===== src/logic/udbg_regs.vh =====
// register offsets, field positions and reset values of the debug port
`ifndef UDBG_REGS_VH
`define UDBG_REGS_VH

`define UDBG_OFF_CTRL 8'ha0
`define UDBG_OFF_PID 8'ha4
`define UDBG_OFF_DLO 8'ha8
`define UDBG_OFF_DHI 8'hac
`define UDBG_OFF_CFG 8'hb0

`define UDBG_CFG_CAP_OFF 8'h5a
`define UDBG_CAP_VALUE 16'h00a0

`define UDBG_RST_CTRL 32'h00000000
`define UDBG_RST_PID 32'h00000000
`define UDBG_RST_DATA 32'h00000000
`define UDBG_RST_CFG 32'h00007f01

`define UDBG_B_OWNER 30
`define UDBG_B_ENABLE 28
`define UDBG_B_DONE 16
`define UDBG_F_LINK_HI 15
`define UDBG_F_LINK_LO 12
`define UDBG_B_RSVD11 11
`define UDBG_B_INUSE 10
`define UDBG_F_CAUSE_HI 9
`define UDBG_F_CAUSE_LO 7
`define UDBG_B_ERROR 6
`define UDBG_B_TRIGGER 5
`define UDBG_B_DIR 4
`define UDBG_F_LEN_HI 3
`define UDBG_F_LEN_LO 0

`define UDBG_LINK_ID 4'h0
`define UDBG_CAUSE_NONE 3'h0
`define UDBG_CAUSE_XACT 3'h1
`define UDBG_CAUSE_HW 3'h2
`define UDBG_LEN_MAX 4'h8

`define UDBG_PID_TX_HI 15
`define UDBG_PID_TX_LO 0
`define UDBG_PID_RX_HI 23
`define UDBG_PID_RX_LO 16

`endif


===== src/logic/udbg_bank.v =====
// packet id, data buffer and configuration registers of the debug port
`timescale 1ns/100ps
`default_nettype none
`include "udbg_regs.vh"
module udbg_bank (
  // clock and combined register reset
  input wire core_clk,
  input wire clr,
  // software write port
  input wire sw_wr,
  input wire [7:0] sw_addr,
  input wire [31:0] sw_wdata,
  // engine side updates
  input wire eng_data_we,
  input wire [63:0] eng_data,
  input wire eng_pid_we,
  input wire [7:0] eng_pid,
  // read mux and register contents
  output reg [31:0] rd_value,
  output reg [63:0] data_ff,
  output reg [31:0] pid_ff,
  output reg [31:0] cfg_ff
);
  reg [63:0] nxt_data;
  reg [31:0] nxt_pid;
  reg [31:0] nxt_cfg;

  always @* begin
    nxt_data = data_ff;
    nxt_pid = pid_ff;
    nxt_cfg = cfg_ff;
    // engine data lands after the software write so a receive wins
    if (sw_wr && sw_addr == `UDBG_OFF_DLO) begin
      nxt_data[31:0] = sw_wdata;
    end
    if (sw_wr && sw_addr == `UDBG_OFF_DHI) begin
      nxt_data[63:32] = sw_wdata;
    end
    if (eng_data_we) begin
      nxt_data = eng_data;
    end
    // only the transmitted pid bits are writable by software
    if (sw_wr && sw_addr == `UDBG_OFF_PID) begin
      nxt_pid[`UDBG_PID_TX_HI:`UDBG_PID_TX_LO] =
        sw_wdata[`UDBG_PID_TX_HI:`UDBG_PID_TX_LO];
    end
    if (eng_pid_we) begin
      nxt_pid[`UDBG_PID_RX_HI:`UDBG_PID_RX_LO] = eng_pid;
    end
    if (sw_wr && sw_addr == `UDBG_OFF_CFG) begin
      nxt_cfg = sw_wdata;
    end
  end

  always @(posedge core_clk) begin
    if (clr) begin
      data_ff <= {`UDBG_RST_DATA, `UDBG_RST_DATA};
      pid_ff <= `UDBG_RST_PID;
      cfg_ff <= `UDBG_RST_CFG;
    end else begin
      data_ff <= nxt_data;
      pid_ff <= nxt_pid;
      cfg_ff <= nxt_cfg;
    end
  end

  always @* begin
    case (sw_addr)
      `UDBG_OFF_PID: rd_value = pid_ff;
      `UDBG_OFF_DLO: rd_value = data_ff[31:0];
      `UDBG_OFF_DHI: rd_value = data_ff[63:32];
      `UDBG_OFF_CFG: rd_value = cfg_ff;
      default: rd_value = 32'h00000000;
    endcase
  end
endmodule
`default_nettype wire


===== src/logic/udbg_ctrl.v =====
// control/status front end of the usb debug port with its register map
// Function
// - block sits at offset a0h; config offset 5ah advertises that offset
// - structural params bits 23:20 report the debug root port number
// - decode five registers; configuration resets to 00007f01h, others zero
// - platform reset, controller soft reset and d3-to-d0 reset all registers
// - no checking of programming; illegal settings give undefined behaviour
// - ownership force bit 30 hands the port to the enhanced controller
// - ownership force overrides the standard ownership controls for this port
// - enable bit 28 clears when the port enable change flag would set
// - software may set enable only while the root port is enabled
// - software writing zero to enable clears it
// - completion flag bit 16 set by hardware, cleared by writing one
// - bits 15:12 read as fixed link id zero
// - bit 11 reads zero and ignores writes
// - writing one to trigger bit 5 starts a request; cleared at completion
// - byte count bits 3:0 hold 0..8; reads report received count
// - failure sets error flag and cause: 001 transaction, 010 port state
`timescale 1ns/100ps
`default_nettype none
`include "udbg_regs.vh"
module udbg_ctrl #(
  parameter [3:0] DEBUG_PORT_NUM = 4'h1
) (
  // clock and resets
  input wire core_clk,
  input wire rst,
  input wire controller_soft_reset,
  input wire d3_to_d0,
  // memory-mapped register port
  input wire reg_wr,
  input wire reg_rd,
  input wire [7:0] reg_addr,
  input wire [31:0] reg_wdata,
  output reg [31:0] reg_rdata_ff,
  output reg reg_rvalid_ff,
  // configuration space read port
  input wire cfg_rd,
  input wire [7:0] cfg_addr,
  output reg [15:0] cfg_rdata_ff,
  // structural parameters field
  output reg [3:0] structural_params_port_ff,
  // root port state and ownership
  input wire port_enabled,
  input wire port_enable_change_event,
  input wire port_suspended_or_reset,
  input wire std_owner_enhanced,
  output reg port_owner_enhanced_ff,
  output reg debug_port_enable_ff,
  // request engine
  output reg req_start_ff,
  output reg req_write_ff,
  output reg [3:0] req_byte_count_ff,
  input wire req_done,
  input wire req_error,
  input wire [2:0] req_cause,
  input wire [3:0] req_rx_count,
  input wire rx_data_we,
  input wire [63:0] rx_data,
  input wire rx_pid_we,
  input wire [7:0] rx_pid,
  output wire [63:0] buf_data,
  output wire [31:0] pid_value,
  output wire [31:0] cfg_value
);
  // request sequencing
  localparam [2:0] ST_IDLE = 3'b001;
  localparam [2:0] ST_BUSY = 3'b010;
  localparam [2:0] ST_FAIL = 3'b100;

  reg [2:0] state_ff;
  reg [2:0] nxt_state;
  reg owner_ff, nxt_owner;
  reg nxt_enable;
  reg done_ff, nxt_done;
  reg inuse_ff, nxt_inuse;
  reg [2:0] cause_ff, nxt_cause;
  reg error_ff, nxt_error;
  reg trigger_ff, nxt_trigger;
  reg dir_ff, nxt_dir;
  reg [3:0] len_ff, nxt_len;
  reg nxt_start;
  reg [31:0] ctrl_value;
  reg [31:0] nxt_rdata;
  wire clr;
  wire ctrl_wr;
  wire go_wr;
  wire [31:0] bank_value;

  // every reset source returns the whole register set to defaults
  assign clr = rst | controller_soft_reset | d3_to_d0;
  assign ctrl_wr = reg_wr && reg_addr == `UDBG_OFF_CTRL;
  // a second go while the trigger bit is still set is ignored, so it cannot restart a busy request
  assign go_wr = ctrl_wr && reg_wdata[`UDBG_B_TRIGGER] &&
    !trigger_ff;

  always @* begin
    ctrl_value = 32'h00000000;
    ctrl_value[`UDBG_B_OWNER] = owner_ff;
    ctrl_value[`UDBG_B_ENABLE] = debug_port_enable_ff;
    ctrl_value[`UDBG_B_DONE] = done_ff;
    ctrl_value[`UDBG_F_LINK_HI:`UDBG_F_LINK_LO] = `UDBG_LINK_ID;
    ctrl_value[`UDBG_B_RSVD11] = 1'b0;
    ctrl_value[`UDBG_B_INUSE] = inuse_ff;
    ctrl_value[`UDBG_F_CAUSE_HI:`UDBG_F_CAUSE_LO] = cause_ff;
    ctrl_value[`UDBG_B_ERROR] = error_ff;
    ctrl_value[`UDBG_B_TRIGGER] = trigger_ff;
    ctrl_value[`UDBG_B_DIR] = dir_ff;
    ctrl_value[`UDBG_F_LEN_HI:`UDBG_F_LEN_LO] = len_ff;
  end

  always @* begin
    nxt_state = state_ff;
    nxt_owner = owner_ff;
    nxt_enable = debug_port_enable_ff;
    nxt_done = done_ff;
    nxt_inuse = inuse_ff;
    nxt_cause = cause_ff;
    nxt_error = error_ff;
    nxt_trigger = trigger_ff;
    nxt_dir = dir_ff;
    nxt_len = len_ff;
    nxt_start = 1'b0;
    if (ctrl_wr) begin
      nxt_owner = reg_wdata[`UDBG_B_OWNER];
      nxt_inuse = reg_wdata[`UDBG_B_INUSE];
      nxt_dir = reg_wdata[`UDBG_B_DIR];
      nxt_len = reg_wdata[`UDBG_F_LEN_HI:`UDBG_F_LEN_LO];
      if (!reg_wdata[`UDBG_B_ENABLE]) begin
        nxt_enable = 1'b0;
      end else if (port_enabled) begin
        nxt_enable = 1'b1;
      end
      // refused set leaves the bit at its current value
      if (reg_wdata[`UDBG_B_DONE]) begin
        nxt_done = 1'b0;
      end
    end
    // hardware clear wins over a software set in the same cycle
    if (port_enable_change_event) begin
      nxt_enable = 1'b0;
    end
    case (state_ff)
      ST_IDLE: begin
        if (go_wr) begin
          nxt_trigger = 1'b1;
          if (port_suspended_or_reset) begin
            nxt_state = ST_FAIL;
          end else begin
            nxt_start = 1'b1;
            nxt_state = ST_BUSY;
          end
        end
      end
      ST_BUSY: begin
        if (port_suspended_or_reset) begin
          nxt_state = ST_FAIL;
        end else if (req_done) begin
          nxt_done = 1'b1;
          nxt_trigger = 1'b0;
          nxt_error = req_error;
          nxt_cause = req_error ? req_cause : `UDBG_CAUSE_NONE;
          if (!dir_ff) begin
            nxt_len = (req_rx_count > `UDBG_LEN_MAX) ? `UDBG_LEN_MAX :
              req_rx_count;
          end
          nxt_state = ST_IDLE;
        end
      end
      ST_FAIL: begin
        // request met a suspended or resetting port
        nxt_done = 1'b1;
        nxt_trigger = 1'b0;
        nxt_error = 1'b1;
        nxt_cause = `UDBG_CAUSE_HW;
        nxt_state = ST_IDLE;
      end
      default: begin
        nxt_state = ST_IDLE;
        nxt_trigger = 1'b0;
      end
    endcase
  end

  always @* begin
    if (reg_addr == `UDBG_OFF_CTRL) begin
      nxt_rdata = ctrl_value;
    end else begin
      nxt_rdata = bank_value;
    end
  end

  always @(posedge core_clk) begin
    if (clr) begin
      state_ff <= ST_IDLE;
      owner_ff <= 1'b0;
      debug_port_enable_ff <= 1'b0;
      done_ff <= 1'b0;
      inuse_ff <= 1'b0;
      cause_ff <= `UDBG_CAUSE_NONE;
      error_ff <= 1'b0;
      trigger_ff <= 1'b0;
      dir_ff <= 1'b0;
      len_ff <= 4'h0;
      req_start_ff <= 1'b0;
      req_write_ff <= 1'b0;
      req_byte_count_ff <= 4'h0;
      port_owner_enhanced_ff <= 1'b0;
      reg_rdata_ff <= 32'h00000000;
      reg_rvalid_ff <= 1'b0;
      cfg_rdata_ff <= 16'h0000;
      structural_params_port_ff <= 4'h0;
    end else begin
      state_ff <= nxt_state;
      owner_ff <= nxt_owner;
      debug_port_enable_ff <= nxt_enable;
      // a completion arriving with the clear still sets the flag
      done_ff <= nxt_done;
      inuse_ff <= nxt_inuse;
      cause_ff <= nxt_cause;
      error_ff <= nxt_error;
      trigger_ff <= nxt_trigger;
      dir_ff <= nxt_dir;
      len_ff <= nxt_len;
      req_start_ff <= nxt_start;
      req_write_ff <= nxt_dir;
      req_byte_count_ff <= nxt_len;
      // force overrides whatever the standard ownership controls say
      port_owner_enhanced_ff <= nxt_owner | std_owner_enhanced;
      reg_rvalid_ff <= reg_rd;
      if (reg_rd) begin
        reg_rdata_ff <= nxt_rdata;
      end
      if (cfg_rd) begin
        cfg_rdata_ff <= (cfg_addr == `UDBG_CFG_CAP_OFF) ?
          `UDBG_CAP_VALUE : 16'h0000;
      end
      structural_params_port_ff <= DEBUG_PORT_NUM;
    end
  end

  udbg_bank u_bank (
    .core_clk(core_clk),
    .clr(clr),
    .sw_wr(reg_wr),
    .sw_addr(reg_addr),
    .sw_wdata(reg_wdata),
    .eng_data_we(rx_data_we),
    .eng_data(rx_data),
    .eng_pid_we(rx_pid_we),
    .eng_pid(rx_pid),
    .rd_value(bank_value),
    .data_ff(buf_data),
    .pid_ff(pid_value),
    .cfg_ff(cfg_value)
  );
endmodule
`default_nettype wire


===== config.mk =====
export PLATFORM = sky130hd
export DESIGN_NAME = udbg_ctrl
export DESIGN_NICKNAME = d
export VERILOG_FILES = /design/src/logic/udbg_bank.v /design/src/logic/udbg_ctrl.v
export VERILOG_INCLUDE_DIRS = /design/src /design/src/logic
export SDC_FILE = /design/constraint.sdc
export NUM_CORES = 1
export LEC_CHECK = 0
export ABC_AREA = 1
export BUFFER_PORTS_ARGS = -buffer_cell sky130_fd_sc_hd__clkbuf_2
export CAP_MARGIN = 15
export CORE_ASPECT_RATIO = 1.4
export CORE_MARGIN = 2
export CORE_UTILIZATION = 49
export DETAILED_ROUTE_END_ITERATION = 8
export PLACE_DENSITY = 0.9
export SLEW_MARGIN = 20
export SYNTH_ARGS = -nofsm -noshare
export SYNTH_HDL_FRONTEND = slang
export SYNTH_SLANG_ARGS = --single-unit

===== constraint.sdc =====
create_clock -name core_clk -period 1.7 [get_ports core_clk]
set_clock_uncertainty 0.15 [all_clocks]
set_input_delay 0.34 -clock core_clk [delete_from_list [all_inputs] [get_ports core_clk]]
set_output_delay 0.34 -clock core_clk [all_outputs]
set_load 0.005 [all_outputs]

==> results.json <==
{
  "vdd_drop_max_mv": 0.6881,
  "endpoint": "error_ff",
  "post-route-min-period_ns": 1.606,
  "required_ns": 1.90,
  "ys_types": 32,
  "grt_usage_pct": 34.54,
  "timing.max_cap.violations": 0,
  "gp_congestion": 0.9249,
  "cts_buffers": 17,
  "clkSlewWorstSetupHoldPaths_ns": 0.07,
  "power_leakage_nw": 5.131,
  "finalMaxSlewViolations": 0,
  "status": "finished, final reports clean",
  "io_pins": 331,
  "critPathLaunch": "state_ff[0]",
  "drc": 0,
  "rows": 55,
  "powerDensity_mw_per_mm2": 836.4,
  "start_util_pct": 49.99,
  "fin_crit_sh_pct": 94.45,
  "n_fill_cell": 1384,
  "cp_slowest_cell": "dfxtp_1",
  "synth_seq_cells": 174,
  "preCtsSetupSlack_ns": -0.1555,
  "r2r_setup_slack_ns": 0.09,
  "whs_ns": 0.007584,
  "min_path_type": "in2reg",
  "dr_total_vias": 9353,
  "wl_per_cell_um": 18.49,
  "multiInputGateArea_mm2": 0.003855,
  "tightest_slew_ns": 0.6083,
  "clk_latency_ns": 0.44,
  "setup_ws_ns": 0.09431,
  "die-area_mm2": 0.01756,
  "grt_pass1_vias": 8848,
  "viasPerCell": 5.544,
  "synthFlopType": "dfxtp_1",
  "cp_slowest_stage_delay_ns": 0.33,
  "portBuffers": 305,
  "yosysWarnings": 0,
  "syn_to_final_growth_pct": 32.50,
  "slew_headroom_pct": 59.39,
  "ys_seq_area_share_pct": 43.09,
  "synth_enable_flop_cells": 0,
  "critPathArrivalTime_ns": 1.81,
  "r2r-start": "state_ff[0]",
  "cts_htree_levels": 4,
  "r2r_cells": 7,
  "r2r-end": "error_ff",
  "ctsRootBufferMaster": "clkbuf_16",
  "grt_pass1_wl_um": 47040,
  "seqCellArea_mm2": 0.003483,
  "syn_inst": 1158,
  "core_mm2": 0.01617,
  "syn_avg_cell_area_um2": 6.981,
  "power_mw": 8.959,
  "async_reset_ff_share_pct": 0,
  "drive_above_1_share_pct": 28.36,
  "cp-start-kind": "flip-flop",
  "grt_remaining_overflow": 0,
  "setup_viol": 0,
  "dieWidth_um": 112.6,
  "cts_tree": "yes",
  "fin_tns_setup_ns": 0,
  "finalHoldViolations": 0,
  "netlist_area_mm2": 0.008084,
  "cts_buffer_depth": 2,
  "grt_max_degree": 77,
  "path_max_fanout": 4,
  "drt-pass1-iter-count": 6,
  "path_class": "reg2reg",
  "endpoint_kind": "flip-flop",
  "max_freq_ghz": 0.6228,
  "routed_wl_um": 31200,
  "hpwl_um": 23500,
  "die_h_um": 156.0,
  "drtAntennaViolNets": 0,
  "diodes": 0,
  "drt_iter0_markers": 804,
  "path_cells": "nand3b_1 -> nor3_2 -> buf_4 -> inv_1 -> nor2_2 -> nor2_1 -> a21oi_1",
  "cts_sinks": 174,
  "antenna_found_initial": 0,
  "nets": 1617
}
## kinds of logic after synthesis
kind of cell           count (synthesis)  share of synthesized area, %
flip-flops                           174                         43.09
other                                  1                       0.04639
AND/OR/NAND/NOR                      502                         26.53
buffers and inverters                178                         10.42
AO/OA/AOI/OAI                        303                         19.92
## Yosys cell counts (3+ instances only)
master / number / area (µm²)
buf_4: 33 / 247.7
nand2_1: 284 / 1066
inv_1: 65 / 244.0
a21boi_0: 7 / 52.55
o21ai_0: 102 / 510.5
a21oi_1: 140 / 700.7
buf_1: 8 / 30.03
a22oi_1: 8 / 60.06
nor2_8: 3 / 60.06
o21ai_1: 23 / 115.1
clkbuf_1: 41 / 153.9
dfxtp_1: 174 / 3483
o211ai_1: 9 / 67.56
o21bai_1: 13 / 97.59
buf_6: 4 / 45.04
inv_2: 11 / 41.29
nand3_1: 101 / 505.5
nor2_1: 93 / 349.1
nand2_2: 6 / 37.54
buf_2: 16 / 80.08
## worst max-delay path, delay by kind of cell, from the launching register on
family          cells  cell delay, ns
buf+inv             2            0.23
compound gates      1            0.18
simple gates        4            0.63
flops               1            0.33
## stage by stage
stage | cell area (µm²) | util [%] | cells
2_1_floorplan | 8174 | - | 1182
4_1_cts | 10690 | 66.10 | 1685
5_1_grt | 10710 | 66.24 | 1687
3_3_place_gp | 9948 | 61.52 | 1638
6_report | 10710 | 66.24 | 1687
3_5_place_dp | 9948 | 61.52 | 1638
## worst min-delay path by stage
| stage | startpoint | to | slack (ns) | depth (start not counted) |
|---|---|---|---|---|
| floorplan | port_suspended_or_reset | req_start_ff | 0.27 | 1 |
| global placement | trigger_ff | trigger_ff | 0.30 | 2 |
| detailed placement | u_bank.pid_ff[13] | u_bank.pid_ff[13] | 0.31 | 2 |
| CTS | rx_pid[6] | u_bank.pid_ff[22] | 0.0008 | 3 |
| global route | port_suspended_or_reset | req_start_ff | 0.01 | 2 |
| finish | rx_pid[3] | u_bank.pid_ff[19] | 0.008 | 3 |
## final cells by class
| class | instances | area share (%) |
|---|---|---|
| clock buffers | 20 | 4.264 |
| clock inverters | 12 | 1.262 |
| repair buffers | 376 | 20.98 |
| flip-flops and latches | 174 | 32.52 |
| multi-input cells | 830 | 35.99 |
| well taps | 199 | 2.325 |
| inverters | 76 | 2.663 |
## flip-flops by register name, indices dropped and copies added (netlist names), 3 cells and up
signal          flops
u_bank.data_ff     64
u_bank.pid_ff      24
u_bank.cfg_ff      32
state_ff            3
len_ff              4
cause_ff            3
reg_rdata_ff       32
## repair_timing
| item | CTS | global route |
|---|---|---|
| buffers inserted | 0 | 2 |
| setup endpoints to repair | 0 | 3 |
| hold buffers | 15 | 0 |
| endpoints found under the hold margin | 15 | 0 |
| gates resized for setup | 0 | 2 |
## per-layer routing
metal	vias up	routed length [µm]	global-route usage (%)
met5	-	0	0
met4	0	2077	21.95
met3	129	2396	6.876
met2	584	16310	63.50
met1	4249	10410	35.33
li1	4391	-	-
## report_power, final
| part | switching, mW | internal, mW | leakage, nW |
|---|---|---|---|
| combinational | 0.514 | 0.337 | 3.44 |
| sequential | 0.0449 | 4.12 | 1.41 |
| clock | 1.69 | 2.25 | 0.284 |
## placed cells by master, fill, tap and decap left out, drive strengths merged
master / netlist / routed
o21ai: 125 / 125
clkinv: 0 / 5
a31oi: 1 / 1
nand3: 101 / 101
buf: 61 / 56
inv: 76 / 78
clkbuf: 41 / 325
nand3b: 1 / 1
and2: 1 / 1
clkinvlp: 0 / 3
nand2: 292 / 292
nand4: 1 / 1
nor2: 100 / 100
o211ai: 9 / 9
bufinv: 0 / 2
a22oi: 8 / 8
o21bai: 13 / 13
nor3: 4 / 4
nor4: 2 / 2
dlygate4sd3: 0 / 15
a21boi: 7 / 7
conb: 1 / 25
dfxtp: 174 / 174
a21oi: 140 / 140
(Power assumes the default switching activity.)
